<file path="src/rtl/sleep_wakeup_defines.svh">
// Behaviour
// RQ1 - after wake in crystal modes, hold the core for 1024 oscillator periods
// RQ2 - in external clock or resistor-capacitor mode, resume with no start-up hold
// RQ3 - global enable set on wake: branch to program address 0004h
// RQ4 - global enable clear on wake: no vector, continue after the sleep instruction
// RQ5 - unimplemented register bits read zero, writes to them do nothing
// RQ6 - instruction clock pin undriven in all crystal modes and external clock mode
// RQ7 - any source with flag and own enable set wakes, regardless of global enable
`ifndef SLEEP_WAKEUP_DEFINES_SVH
`define SLEEP_WAKEUP_DEFINES_SVH

`define OFS_PORTB_CHANGE_ENABLE  8'h00
`define OFS_CORE_IRQ_CONTROL     8'h04
`define OFS_PERIPH_ENABLE_ONE    8'h08
`define OFS_PERIPH_ENABLE_TWO    8'h0c
`define OFS_PERIPH_FLAG_ONE      8'h10
`define OFS_PERIPH_FLAG_TWO      8'h14
`define OFS_WAKE_CONFIG          8'h18
`define OFS_WAKE_STATUS          8'h1c

`define REG_RESET                8'h00
`define IMPL_MASK_TWO            8'h01

`define BIT_GLOBAL_EN            7
`define BIT_PERIPH_EN            6
`define BIT_T0IE                 5
`define BIT_INTE                 4
`define BIT_RBIE                 3
`define BIT_T0IF                 2
`define BIT_INTF                 1
`define BIT_RBIF                 0

`define OST_PERIODS              1024
`define HCLK_PER_OSC             1
`define OST_CYCLES               (`OST_PERIODS * `HCLK_PER_OSC)
`define WAKE_VECTOR              13'h0004

`endif

</file>
<file path="src/rtl/sleep_wakeup_pkg.sv">
package sleep_wakeup_pkg;

  typedef enum logic [2:0] {
    low_power_crystal_mode,
    standard_crystal_mode,
    high_speed_crystal_mode,
    external_clock_mode,
    resistor_capacitor_mode
  } osc_mode_type;

  typedef enum logic [1:0] {
    st_run,
    st_sleep,
    st_ost,
    st_resume
  } wake_state_type;

endpackage

</file>
<file path="src/rtl/sleep_wakeup_control.sv">
// Implementation choices: the AHB-Lite register port and the register offsets.
`timescale 1ns/100ps
`include "sleep_wakeup_defines.svh"

module sleep_wakeup_control #(
  parameter int OST_CYCLES = `OST_CYCLES
) (
  input  wire logic        hclk,
  input  wire logic        hresetn,
  input  wire logic        hsel,
  input  wire logic [31:0] haddr,
  input  wire logic [1:0]  htrans,
  input  wire logic        hwrite,
  input  wire logic [2:0]  hsize,
  input  wire logic [31:0] hwdata,
  input  wire logic        hready,
  output logic             hreadyout,
  output logic [31:0]      hrdata,
  output logic             hresp,
  input  wire logic        sleep_req,
  input  wire logic        timer_overflow,
  input  wire logic        ext_int_pin,
  input  wire logic [7:0]  portb_pins,
  input  wire logic [7:0]  peripheral_flag_set_one,
  input  wire logic        peripheral_flag_set_two,
  output logic             core_hold,
  output logic             vector_pulse,
  output logic [12:0]      vector_addr,
  output logic             resume_inline,
  output logic             instruction_clock_output,
  output logic             instruction_clock_output_oe
);

  if (OST_CYCLES < 1 || OST_CYCLES > 2048)
  begin : g_bad_ost
    $error("OST_CYCLES must lie in 1..2048");
  end

  localparam logic [10:0] OST_LAST = 11'(OST_CYCLES - 1);

  sleep_wakeup_pkg::wake_state_type state_q;
  sleep_wakeup_pkg::osc_mode_type   osc_mode_q;
  logic [7:0]  change_enable_q;
  logic [7:0]  irq_control_q;
  logic [7:0]  enable_one_q;
  logic [7:0]  enable_two_q;
  logic [7:0]  flag_one_q;
  logic [7:0]  flag_two_q;
  logic [10:0] ost_cnt_q;
  logic        hreadyout_q;
  logic [31:0] hrdata_q;
  logic        wr_pend_q;
  logic        rd_pend_q;
  logic [7:0]  addr_q;
  logic        core_hold_q;
  logic        vector_pulse_q;
  logic [12:0] vector_addr_q;
  logic        resume_inline_q;
  logic        clk_out_q;
  logic        clk_oe_q;
  logic [1:0]  clk_div_q;
  logic [7:0]  pb_s1_q;
  logic [7:0]  pb_s2_q;
  logic [7:0]  pb_prev_q;
  logic        ei_s1_q;
  logic        ei_s2_q;
  logic        ei_prev_q;

  logic        accept;
  logic        wr_en;
  logic [7:0]  wdata;
  logic [7:0]  rb_change;
  logic        int_edge;
  logic        wake_src;
  logic        crystal;

  function automatic logic is_write(input logic [7:0] a, input logic [7:0] ofs,
                                    input logic en);
    is_write = en && (a == ofs);
  endfunction

  // flags: a hardware set in the same cycle as a software clear wins
  function automatic logic [7:0] flag_next(input logic [7:0] cur, input logic wr,
                                           input logic [7:0] wd, input logic [7:0] set,
                                           input logic [7:0] mask);
    flag_next = ((wr ? wd : cur) | set) & mask;
  endfunction

  assign accept   = hsel && htrans[1] && hready;
  assign wr_en    = wr_pend_q;
  assign wdata    = hwdata[7:0];
  assign rb_change = (pb_s2_q ^ pb_prev_q) & change_enable_q;
  assign int_edge = ei_s2_q && !ei_prev_q;
  assign crystal  = (osc_mode_q == sleep_wakeup_pkg::low_power_crystal_mode) ||
                    (osc_mode_q == sleep_wakeup_pkg::standard_crystal_mode) ||
                    (osc_mode_q == sleep_wakeup_pkg::high_speed_crystal_mode);
  // global enable deliberately left out so a masked core still wakes
  assign wake_src = (irq_control_q[`BIT_T0IE] && irq_control_q[`BIT_T0IF]) ||
                    (irq_control_q[`BIT_INTE] && irq_control_q[`BIT_INTF]) ||
                    (irq_control_q[`BIT_RBIE] && irq_control_q[`BIT_RBIF]) ||
                    |(enable_one_q & flag_one_q) || |(enable_two_q & flag_two_q);  // [RQ7]

  // pin synchronisers; only the second stage feeds logic
  always_ff @(posedge hclk or negedge hresetn)
  begin
    if (!hresetn)
    begin
      pb_s1_q   <= `REG_RESET;
      pb_s2_q   <= `REG_RESET;
      pb_prev_q <= `REG_RESET;
      ei_s1_q   <= 1'b0;
      ei_s2_q   <= 1'b0;
      ei_prev_q <= 1'b0;
    end
    else
    begin
      pb_s1_q   <= portb_pins;
      pb_s2_q   <= pb_s1_q;
      pb_prev_q <= pb_s2_q;
      ei_s1_q   <= ext_int_pin;
      ei_s2_q   <= ei_s1_q;
      ei_prev_q <= ei_s2_q;
    end
  end

  // ahb data phase; reads take one wait state so a preceding write is seen
  always_ff @(posedge hclk or negedge hresetn)
  begin
    if (!hresetn)
    begin
      hreadyout_q <= 1'b1;
      hrdata_q    <= 32'h0000_0000;
      wr_pend_q   <= 1'b0;
      rd_pend_q   <= 1'b0;
      addr_q      <= 8'h00;
    end
    else
    begin
      wr_pend_q <= accept && hwrite;
      if (accept)
        addr_q <= haddr[7:0];
      if (accept && !hwrite)
      begin
        rd_pend_q   <= 1'b1;
        hreadyout_q <= 1'b0;
      end
      else if (rd_pend_q)
      begin
        rd_pend_q   <= 1'b0;
        hreadyout_q <= 1'b1;
        case (addr_q)
          `OFS_PORTB_CHANGE_ENABLE: hrdata_q <= {24'h000000, change_enable_q};
          `OFS_CORE_IRQ_CONTROL:    hrdata_q <= {24'h000000, irq_control_q};
          `OFS_PERIPH_ENABLE_ONE:   hrdata_q <= {24'h000000, enable_one_q};
          `OFS_PERIPH_ENABLE_TWO:   hrdata_q <= {24'h000000, enable_two_q};  // [RQ5]
          `OFS_PERIPH_FLAG_ONE:     hrdata_q <= {24'h000000, flag_one_q};
          `OFS_PERIPH_FLAG_TWO:     hrdata_q <= {24'h000000, flag_two_q};  // [RQ5]
          `OFS_WAKE_CONFIG:         hrdata_q <= {29'h00000000, osc_mode_q};
          `OFS_WAKE_STATUS:         hrdata_q <= {19'h00000, ost_cnt_q, state_q};
          default:                  hrdata_q <= 32'h0000_0000;
        endcase
      end
    end
  end

  always_ff @(posedge hclk or negedge hresetn)
  begin
    if (!hresetn)
    begin
      change_enable_q <= `REG_RESET;
      enable_one_q    <= `REG_RESET;
      enable_two_q    <= `REG_RESET;
      osc_mode_q <= sleep_wakeup_pkg::standard_crystal_mode;
    end
    else
    begin
      if (is_write(addr_q, `OFS_PORTB_CHANGE_ENABLE, wr_en))
        change_enable_q <= wdata;
      if (is_write(addr_q, `OFS_PERIPH_ENABLE_ONE, wr_en))
        enable_one_q <= wdata;
      if (is_write(addr_q, `OFS_PERIPH_ENABLE_TWO, wr_en))
        enable_two_q <= wdata & `IMPL_MASK_TWO;  // [RQ5]
      // codes outside the mode list are ignored
      if (is_write(addr_q, `OFS_WAKE_CONFIG, wr_en) &&
          hwdata[2:0] <= 3'(sleep_wakeup_pkg::resistor_capacitor_mode))
        osc_mode_q <= sleep_wakeup_pkg::osc_mode_type'(hwdata[2:0]);
    end
  end

  always_ff @(posedge hclk or negedge hresetn)
  begin
    if (!hresetn)
    begin
      irq_control_q <= `REG_RESET;
      flag_one_q    <= `REG_RESET;
      flag_two_q    <= `REG_RESET;
    end
    else
    begin
      irq_control_q <= flag_next(irq_control_q, is_write(addr_q, `OFS_CORE_IRQ_CONTROL, wr_en),
                                 wdata, {5'h00, timer_overflow, int_edge, |rb_change}, 8'hff);
      // vectoring masks further interrupts until software sets the enable again
      if (state_q == sleep_wakeup_pkg::st_resume && irq_control_q[`BIT_GLOBAL_EN])
        irq_control_q[`BIT_GLOBAL_EN] <= 1'b0;
      flag_one_q <= flag_next(flag_one_q, is_write(addr_q, `OFS_PERIPH_FLAG_ONE, wr_en), wdata,
                              peripheral_flag_set_one, 8'hff);
      flag_two_q <= flag_next(flag_two_q, is_write(addr_q, `OFS_PERIPH_FLAG_TWO, wr_en), wdata,
                              {7'h00, peripheral_flag_set_two}, `IMPL_MASK_TWO);  // [RQ5]
    end
  end

  // sleep and wake sequencing
  always_ff @(posedge hclk or negedge hresetn)
  begin
    if (!hresetn)
    begin
      state_q         <= sleep_wakeup_pkg::st_run;
      ost_cnt_q       <= 11'h000;
      core_hold_q     <= 1'b0;
      vector_pulse_q  <= 1'b0;
      vector_addr_q   <= 13'h0000;
      resume_inline_q <= 1'b0;
    end
    else
    begin
      vector_pulse_q  <= 1'b0;
      resume_inline_q <= 1'b0;
      case (state_q)
        sleep_wakeup_pkg::st_run:
          if (sleep_req)
          begin
            state_q     <= sleep_wakeup_pkg::st_sleep;
            core_hold_q <= 1'b1;
          end
        sleep_wakeup_pkg::st_sleep:
          if (wake_src)  // [RQ7]
          begin
            ost_cnt_q <= 11'h000;
            if (crystal)
              state_q <= sleep_wakeup_pkg::st_ost;  // [RQ1]
            else
              state_q <= sleep_wakeup_pkg::st_resume;  // [RQ2]
          end
        sleep_wakeup_pkg::st_ost:
          if (ost_cnt_q == OST_LAST)
            state_q <= sleep_wakeup_pkg::st_resume;  // [RQ1]
          else
            ost_cnt_q <= ost_cnt_q + 11'h001;
        sleep_wakeup_pkg::st_resume:
        begin
          state_q     <= sleep_wakeup_pkg::st_run;
          core_hold_q <= 1'b0;
          if (irq_control_q[`BIT_GLOBAL_EN])
          begin
            vector_pulse_q <= 1'b1;  // [RQ3]
            vector_addr_q  <= `WAKE_VECTOR;
          end
          else
            resume_inline_q <= 1'b1;  // [RQ4]
        end
        default:
          state_q <= sleep_wakeup_pkg::st_run;
      endcase
    end
  end

  // instruction clock only in resistor-capacitor mode; the oscillator is halted while asleep
  always_ff @(posedge hclk or negedge hresetn)
  begin
    if (!hresetn)
    begin
      clk_div_q <= 2'b00;
      clk_out_q <= 1'b0;
      clk_oe_q  <= 1'b0;
    end
    else
    begin
      clk_oe_q <= (osc_mode_q == sleep_wakeup_pkg::resistor_capacitor_mode);  // [RQ6]
      if (state_q == sleep_wakeup_pkg::st_run)
      begin
        clk_div_q <= clk_div_q + 2'b01;
        if (clk_div_q[0])
          clk_out_q <= !clk_out_q;
      end
    end
  end

  assign hreadyout                   = hreadyout_q;
  assign hrdata                      = hrdata_q;
  assign hresp                       = 1'b0;
  assign core_hold                   = core_hold_q;
  assign vector_pulse                = vector_pulse_q;
  assign vector_addr                 = vector_addr_q;
  assign resume_inline               = resume_inline_q;
  assign instruction_clock_output    = clk_out_q;
  assign instruction_clock_output_oe = clk_oe_q;
endmodule

</file>
<file path="config.mk">
export PLATFORM = sky130hd
export DESIGN_NAME = sleep_wakeup_control
export DESIGN_NICKNAME = d
export VERILOG_FILES = /design/src/rtl/sleep_wakeup_pkg.sv /design/src/rtl/sleep_wakeup_control.sv
export VERILOG_INCLUDE_DIRS = /design/src /design/src/rtl
export SDC_FILE = /design/constraint.sdc
export NUM_CORES = 1
export LEC_CHECK = 0
export BUFFER_PORTS_ARGS = -buffer_cell sky130_fd_sc_hd__buf_2
export CAP_MARGIN = 20
export CORE_UTILIZATION = 47
export DETAILED_ROUTE_END_ITERATION = 8
export GPL_TIMING_DRIVEN = 0
export HOLD_SLACK_MARGIN = 0.08
export PLACE_DENSITY = 0.82
export SKIP_LAST_GASP = 1
export SLEW_MARGIN = 25
export SYNTH_ARGS = -nofsm -noshare
export SYNTH_HDL_FRONTEND = slang
export SYNTH_SLANG_ARGS = --single-unit
</file>
<file path="constraint.sdc">
create_clock -name hclk -period 1.8 [get_ports hclk]
set_input_delay 0.36 -clock hclk [delete_from_list [all_inputs] [get_ports hclk]]
set_output_delay 0.36 -clock hclk [all_outputs]
set_load 0.005 [all_outputs]
</file>
After elaboration in Yosys (flattened, before gate mapping)
Index checks and enable logic that the tools add are counted.
Widths: inputs -> output; s select.
Operators by class
  equality and inequality tests: 18
  order comparisons: 1
  mux-type cells: 22
  add/sub/neg operators: 2
  reduce and logical (&&, ||, !) cells: 41
  bitwise logic cells: 8
Operators with widths (number)
  $pmux 13 s8: 1
  $eq 8x5->1 const B: 4
  $reduce_or 8->1: 3
  $mux 11: 2
  $pmux 11 s2: 1
  $logic_and 1x1->1: 17
  $and 8x8->8: 2
  $eq 8x4->1 const B: 2
  $mux 8: 2
  $add 11x1->11 const B: 1
  $eq 11x10->1 const B: 1
  $mux 1: 11
  $eq 8x3->1 const B: 1
  $logic_not 8->1: 1
  $ne 2x2->1 const B: 4
  $or 8x3->8: 1
  $or 8x8->8: 1
  $pmux 2 s4: 1
  $reduce_and 2->1: 4
  $xor 8x8->8: 1
  $logic_or 1x1->1: 6
  $mux 2: 3
  $reduce_and 3->1: 2
  $reduce_bool 2->1: 3
  14 further kinds: 17
Word-level totals
  logic and storage cells: 119
  register bits: 128
  output and inout port bits: 52
  bits of input ports: 94

Logic depth before layout (Yosys ltp)
Gate-level depths: netlist of run 1.
  word-level depth: 7
  mapped depth: 8
  depth with buffers taken out: 7

Least setup slack after synthesis of run 1
Ideal clock, no wire load.
  kind: reg-to-reg
  start point: register state_q[0]
  end point: register ost_cnt_q[7]
  data required time: 1.696 ns
  library setup time: 0.104 ns
  setup slack: 0.046 ns
  arrival: 1.650 ns
  stages on the path, launching flop included: 7
  period minus slack after synthesis: 1.754 ns
  path buffers: 1
  path through: dfrtp_1 > inv_1 > ha_1 > clkbuf_1 > nand2_1 > or4_1 > o311ai_1
Between the ends
  longest elaborated chain between the ends: 3
  elaborated cells on any way between the ends: 7
  classes of those cells: eq/ne (4); mux (1); reduce/logical (2)
Ends and longest elaborated chain
  start, declared: RTL line sleep_wakeup_control.sv:41  | sleep_wakeup_pkg::wake_state_type state_q;
  start signal, assigned: RTL line sleep_wakeup_control.sv:217  | state_q <= sleep_wakeup_pkg::st_run;
  start signal, assigned: RTL line sleep_wakeup_control.sv:232  | state_q <= sleep_wakeup_pkg::st_sleep;
  start signal, assigned: RTL line sleep_wakeup_control.sv:240  | state_q <= sleep_wakeup_pkg::st_ost;
  $eq 2x2->1 or $eq 2x1->1 (tied branches): RTL line sleep_wakeup_control.sv:228  | case (state_q)
  $ne 2x2->1 (no source line) or $reduce_bool 2->1 (tied branches)
  $reduce_and 3->1 (no source line)
  end signal, assigned: RTL line sleep_wakeup_control.sv:248  | ost_cnt_q <= ost_cnt_q + 11'h001;
  end, declared: RTL line sleep_wakeup_control.sv:49  | logic [10:0] ost_cnt_q;
Parallel ways exist; a longest one is shown, timed or not.
A chain may end at the register's enable or synchronous reset.

Worst setup path after layout of run 1
  start point: register enable_one_q[0]
  end point: register state_q[1]
Between the ends
  longest elaborated chain between the ends: 6
Ends and longest elaborated chain
  start, declared: RTL line sleep_wakeup_control.sv:45  | logic [7:0] enable_one_q;
  start signal, assigned: RTL line sleep_wakeup_control.sv:171  | enable_one_q <= `REG_RESET;
  start signal, assigned: RTL line sleep_wakeup_control.sv:180  | enable_one_q <= wdata;
  $and 8x8->8: RTL line sleep_wakeup_control.sv:101  | |(enable_one_q & flag_one_q) || |(enable_two_q & flag_two_q);
  $reduce_or 8->1: RTL line sleep_wakeup_control.sv:101
  $logic_or 1x1->1 (2 in series): RTL line sleep_wakeup_control.sv:98  | assign wake_src = (irq_control_q[`BIT_T0IE] && irq_control_q[`BIT_T0IF]) ||
  $ne 2x2->1 (no source line)
  $reduce_and 3->1 (no source line)
No other way between the ends.

==> impl_metrics.py, run 1 <==
metrics = {
    "placed_design": {
        "port-buffer-count": 60,
        "placedCellCount": 637,
        "place_ws_ps": -206,
        "dp_hpwl_um": 8110,
        "place_congestion": 0.885,
    },
    "die": {
        "design.core.area_mm2": 0.0103,
        "ios": 146,
        "start_util": 0.486,
        "die_h_um": 105,
        "die_area_mm2": 0.0111,
        "num_rows": 37,
        "fp.dieW_um": 105,
    },
    "route": {
        "wl_met2_um": 5680,
        "wirelength_um": 11800,
        "wl_met3_um": 788,
        "top_layer": "met4",
        "postRouteAntennaNets": 0,
        "vias": 3716,
        "drt-pass1-iter-count": 5,
        "via_per_inst": 5.37,
        "first_iter_violations": 193,
        "wl_met1_um": 5000,
        "wire_per_inst_um": 17.0,
        "remaining_drc_errors": 0,
    },
    "pwr": {
        "switching_share": 0.329,
        "p_seq_frac": 0.479,
        "cellPowerDensity_mw_per_mm2": 944,
        "internal_power_mw": 4.06,
        "pwr-share-clk": 0.249,
        "leakagePower_nw": 3.01,
        "p_comb_frac": 0.272,
        "ir_worst_vdd_v": 0.000502,
        "switchingPower_mw": 1.99,
    },
    "synthesis": {
        "yosysSeqAreaShare": 0.539,
        "ys_ff_latch": 108,
        "synthFlopType": "dfrtp_1",
        "synthArstFlopShare": 1.00,
        "yosys.area.top_type": "dfrtp_1",
        "synthCells": 409,
        "syn-cell-area_mm2": 0.00502,
        "ys_types": 72,
        "synthTopCellsByArea": "dfrtp_1 53%, mux2_2 7.4%, buf_4 4.9%, a22o_1 2.6%, mux2i_1 2.6%",
        "yosys_warnings": 0,
        "syn_area_per_cell_um2": 12.3,
        "synth_edf_count": 0,
        "synth_top_area_frac": 0.528,
    },
    "timing": {
        "rsz0062_at_grt": "yes",
        "setup_ws_ps": -65.0,
        "max_clock_freq_ghz": 0.536,
        "tightest_slew_ps": 629,
        "slew_viol_final": 0,
        "skew_ps": 14.3,
        "slew_headroom": 0.577,
        "period_needed_ps": 1870,
        "fin_tns_setup_ps": -500,
        "finalCritPeriodShare": 1.04,
        "finalHoldViolCount": 0,
        "setup_viol": 20,
    },
    "grt": {
        "grt_overflow_total": 0,
        "grt_pass1_wl_um": 18400,
        "antenna_found_initial": 0,
        "grt_usage": 0.215,
        "grt_pass1_vias": 3698,
        "grt_max_degree": 57,
    },
    "clock_network": {
        "clock_latency_ps": 390,
        "cts.clk_slew.worst_paths_ps": 110,
        "cts_sinks": 108,
        "htree_levels": 3,
        "cts_buffer_depth": 2,
        "clockRootBuffer": "clkbuf_8",
        "cts_buffers": 9,
        "cts_tree": "built",
    },
    "critical_path": {
        "slowest_stage": "dfrtp_1",
        "worstPathMaxFanout": 6,
        "slowest_delay_ps": 410,
        "crit_family": "simple AND/OR/NAND/NOR gates",
        "path_buf_inv": 1,
        "cp-end-kind": "flip-flop",
        "startpoint_type": "flip-flop",
        "critPathArrivalTime_ps": 2150,
        "worstPathRequired_ps": 2080,
        "path_class": "reg2reg",
        "cp_cell_sequence": "a222oi_1 > nand3_1 > or2_0 > buf_4 > nand3_4 > mux2_4",
    },
    "worst_hold_path": {
        "hold_class": "in2reg",
    },
    "finish": {
        "mostFrequentLayoutCells": "103 x dfrtp_1, 62 x buf_4, 59 x buf_2, 32 x conb_1, 21 x mux2_2",
        "nets": 650,
        "fillers": 814,
        "drive_gt1_frac": 0.401,
        "synthToLayoutAreaGrowth_pct": 27.7,
        "diodes": 0,
        "layout.cells.non_filler": 692,
        "layout_commonest_cell": "dfrtp_1",
    },
    "status": {
        "status": "finished with violations",
        "violations": "negative setup slack",
    },
    "run": {
        "drv_cap": 0,
    },
}
timing repair:
| action | CTS | global route |
|---|---|---|
| resized for setup | 20 | 44 |
| hold buffers | 10 | 0 |
| endpoints found under the hold margin | 60 | 0 |
| endpoints found under the setup margin | 40 | 43 |
| pin swaps | 8 | 12 |
| buffers inserted | 20 | 9 |
| cloned | 1 | 0 |
cell type report:
class / count / area, µm² / area share
well taps: 136 / 170 / 0.0265
inverters: 9 / 33.8 / 0.00527
plain buffers: 44 / 338 / 0.0527
clock buffers: 9 / 124 / 0.0193
multi-input cells: 278 / 2280 / 0.356
clock inverters: 7 / 88.8 / 0.0138
flip-flops and latches: 108 / 2710 / 0.422
repair buffers: 101 / 667 / 0.104
registers in the layout, summed over array words and instances, names as in the netlist, 2 cells and up:
name             flops
flag_one_q           8
ost_cnt_q           11
pb_s2_q              8
change_enable_q      8
hrdata              13
addr_q               8
state_q              2
pb_prev_q            8
enable_one_q         8
irq_control_q        8
pb_s1_q              8
osc_mode_q           3
power by group through the flow:
stage / Clock, mW / Combinational (mW) / Sequential, mW
global route: 1.64 / 1.81 / 2.93
finish: 1.50 / 1.65 / 2.90
floorplan: 0 / 0.835 / 2.88
global placement: 0 / 1.15 / 2.93
detailed placement: 0 / 1.19 / 2.94
CTS: 1.56 / 1.42 / 2.87
path summary, 6_finish.rpt:
check / startpoint / to / slack (ps) / cells past startpoint
max in group asynchronous: hresetn / osc_mode_q[0]$_DFFE_PN1P_ / 640 / 3
setup / recovery: enable_one_q[0]$_DFFE_PN0P_ / state_q[1]$_DFFE_PN0P_ / -70 / 6
setup reg to reg: enable_one_q[0]$_DFFE_PN0P_ / state_q[1]$_DFFE_PN0P_ / -70 / 6
min in group asynchronous: hresetn / pb_s1_q[6]$_DFF_PN0_ / 470 / 2
hold / removal: peripheral_flag_set_one[1] / flag_one_q[1]$_DFF_PN0_ / 150 / 2
hold reg to reg: pb_s1_q[7]$_DFF_PN0_ / pb_s2_q[7]$_DFF_PN0_ / 360 / 0
per-layer routing:
layer  GRT usage  vias up
li1            -     1743
met1       0.276     1794
met2       0.350      156
met3      0.0550       23
met4      0.0805        0
met5           0        -
cell families after synthesis:
kind of cell,share of synthesized area
other cells,0.000747
fa+ha+maj,0.0125
xor+xnor,0.0174
mux,0.110
buf+inv,0.0708
flops,0.539
compound gates,0.124
simple gates,0.126
per-stage QoR:
stage / instance area (µm²) / hold WS, ps / util / total power, mW
global placement: 5610 / 332 / 0.543 / 4.07
CTS: 6180 / 126 / 0.599 / 5.85
finish: 6410 / 147 / 0.621 / 6.05
floorplan: 5140 / 64.4 / - / 3.71
global route: 6410 / 136 / 0.621 / 6.38
detailed placement: 5640 / 335 / 0.547 / 4.13
cell usage after synthesis, types with 4 or more instances:
cell / instances
a21oi_1: 6
a221oi_1: 5
a22o_1: 15
a22oi_1: 8
and3_1: 4
buf_4: 33
clkbuf_1: 4
dfrtp_1: 106
ha_1: 5
inv_1: 9
mux2_2: 33
mux2i_1: 13
nand2_1: 18
nand2b_1: 8
nand3_1: 12
nand4_1: 6
nor2_1: 15
o21ai_0: 13
o2bb2ai_1: 4
o31ai_1: 5
or4_1: 5
xor2_1: 9
No activity file was read; power rests on OpenSTA's default activity.
==> run 2, diff against run 1 <==
Settings changed: REMOVE_ABC_BUFFERS from default to 1.
==> run 2 against run 1 <==
Effect of this change: the run still ends with negative setup slack left; flip-flop and latch count unchanged; hold slack improved by 2.4 ps; register-to-register slack improved by 60 ps; global-route usage decreased by 0.35 points; setup slack improved by 56 ps; final cell count decreased by 4.8%; core utilization decreased by 2.1 points; power increased by 1.8%; combinational power increased by 4%; clock skew decreased by 4.8 ps; non-clock buffer count decreased by 34.
==> impl_metrics.py, run 2 (synthesis gave the netlist of run 1 again) <==
metrics = {
    "finish": {
        "final_area_mm2": 0.00620,
        "multiInputGateArea_mm2": 0.00230,
        "nets": 617,
        "diodes": 0,
        "layout.cells.non_filler": 659,
        "finish.utilization": 0.600,
        "layout_commonest_cell": "dfrtp_1",
        "synthToLayoutAreaGrowth_pct": 23.4,
        "mostFrequentLayoutCells": "96 x dfrtp_1, 60 x buf_2, 35 x buf_4, 32 x conb_1, 23 x mux2_2",
        "fillers": 805,
        "largest_register_ffs": 13,
        "regArea_mm2": 0.00272,
        "drive_gt1_frac": 0.382,
    },
    "timing": {
        "period_needed_ps": 1810,
        "tightest_slew_ps": 631,
        "max_clock_freq_ghz": 0.553,
        "finalCritPeriodShare": 1.01,
        "setup_ws_ps": -9.31,
        "setup_viol": 5,
        "skew_ps": 9.46,
        "slew_viol_final": 0,
        "slew_headroom": 0.576,
        "rsz0062_at_grt": "yes",
        "finalHoldViolCount": 0,
    },
    "critical_path": {
        "critPathArrivalTime_ps": 2070,
        "startpoint_type": "flip-flop",
        "path_class": "reg2reg",
        "worstPathRequired_ps": 2060,
        "worstPathMaxFanout": 5,
        "cp-end-kind": "flip-flop",
    },
    "grt": {
        "grt_overflow_total": 0,
        "grt_pass1_wl_um": 17900,
        "grt_max_degree": 59,
        "grt_usage": 0.211,
        "grt_pass1_vias": 3473,
        "antenna_found_initial": 0,
    },
    "placed_design": {
        "dp_hpwl_um": 7880,
        "place_congestion": 0.861,
        "port-buffer-count": 61,
        "postPlaceCellArea_mm2": 0.00533,
        "placedCellCount": 593,
        "place_ws_ps": -633,
    },
    "pwr": {
        "p_seq_frac": 0.476,
        "leakagePower_nw": 2.83,
        "ir_worst_vdd_v": 0.000709,
        "p_comb_frac": 0.278,
        "cellPowerDensity_mw_per_mm2": 994,
        "power.total_mw": 6.16,
        "switching_share": 0.329,
        "internal_power_mw": 4.13,
        "switchingPower_mw": 2.03,
        "pwr-share-clk": 0.245,
    },
    "clock_network": {
        "htree_levels": 3,
        "cts.clk_slew.worst_paths_ps": 120,
        "cts_buffers": 9,
        "cts_sinks": 108,
        "clockRootBuffer": "clkbuf_8",
        "cts_buffer_depth": 2,
        "clock_latency_ps": 390,
        "cts_tree": "built",
    },
    "status": {
        "status": "finished with violations",
        "violations": "negative setup slack",
    },
    "route": {
        "wirelength_um": 11700,
        "drt-pass1-iter-count": 5,
        "wire_per_inst_um": 17.7,
        "via_per_inst": 5.63,
        "first_iter_violations": 288,
        "remaining_drc_errors": 0,
        "postRouteAntennaNets": 0,
        "vias": 3710,
    },
    "run": {
        "drv_cap": 0,
    },
    "die": {
        "ios": 146,
        "num_rows": 37,
        "die_area_mm2": 0.0111,
        "fp.dieW_um": 105,
        "start_util": 0.486,
        "design.core.area_mm2": 0.0103,
        "die_h_um": 105,
    },
    "worst_hold_path": {
        "hold_class": "in2reg",
    },
}
run 2: layer usage:
layer / vias to the layer above / routed length, µm / GRT usage
met5: - / 0 / 0
met4: 0 / 163 / 0.0473
met3: 21 / 774 / 0.0476
met2: 167 / 5770 / 0.350
met1: 1857 / 4980 / 0.284
li1: 1665 / - / -
run 2: power groups by stage:
stage          Sequential (mW)  Clock [mW]  Combinational [mW]
3_5_place_dp              2.98           0                1.07
2_1_floorplan             2.90           0               0.729
6_report                  2.93        1.51                1.72
3_3_place_gp              2.96           0                1.03
5_1_grt                   2.96        1.65                1.85
4_1_cts                   2.92        1.55                1.34
run 2: cell type report:
cell class	count	area share
sequential	108	0.438
inverter	9	0.00606
clock buffer	9	0.0200
multi-input combinational	279	0.372
clock inverter	7	0.0143
timing repair buffer	111	0.122
tap	136	0.0275
run 2: path summary, 6_finish.rpt:
| check | endpoint | start | slack [ps] | cells after the start |
|---|---|---|---|---|
| setup / recovery | state_q[0]$_DFFE_PN0P_ | ost_cnt_q[0]$_DFFE_PN0P_ | -9 | 6 |
| hold / removal | flag_one_q[1]$_DFF_PN0_ | peripheral_flag_set_one[1] | 150 | 2 |
| hold reg to reg | pb_s2_q[4]$_DFF_PN0_ | pb_s1_q[4]$_DFF_PN0_ | 360 | 0 |
| setup reg to reg | state_q[0]$_DFFE_PN0P_ | ost_cnt_q[0]$_DFFE_PN0P_ | -9 | 6 |
| max in group asynchronous | osc_mode_q[0]$_DFFE_PN1P_ | hresetn | 650 | 3 |
| min in group asynchronous | pb_s1_q[0]$_DFF_PN0_ | hresetn | 470 | 2 |
run 2: critical path, stage by stage, from the launching register on:
cell and delay (ps):
dfrtp_1 430, ha_4 190, nand2_2 100, nor4_4 410
o22ai_1 160, a2111oi_1 310, a211oi_1 80
run 2: what timing repair did:
| action | in CTS | in global routing |
|---|---|---|
| endpoints found under the setup margin | 57 | 41 |
| hold buffers | 10 | 0 |
| pin swaps | 5 | 14 |
| setup buffers | 15 | 24 |
| gates cloned | 0 | 1 |
| endpoints found under the hold margin | 58 | 0 |
| resized for setup | 28 | 37 |
run 2: metrics by stage:
stage                     hold slack [ps]  TNS (ps)
after CTS                             137     -17.1
after floorplan                      64.4      -512
after global routing                  127      -683
final                                 149     -25.7
after global placement                331    -83770
after detailed placement              332    -13620
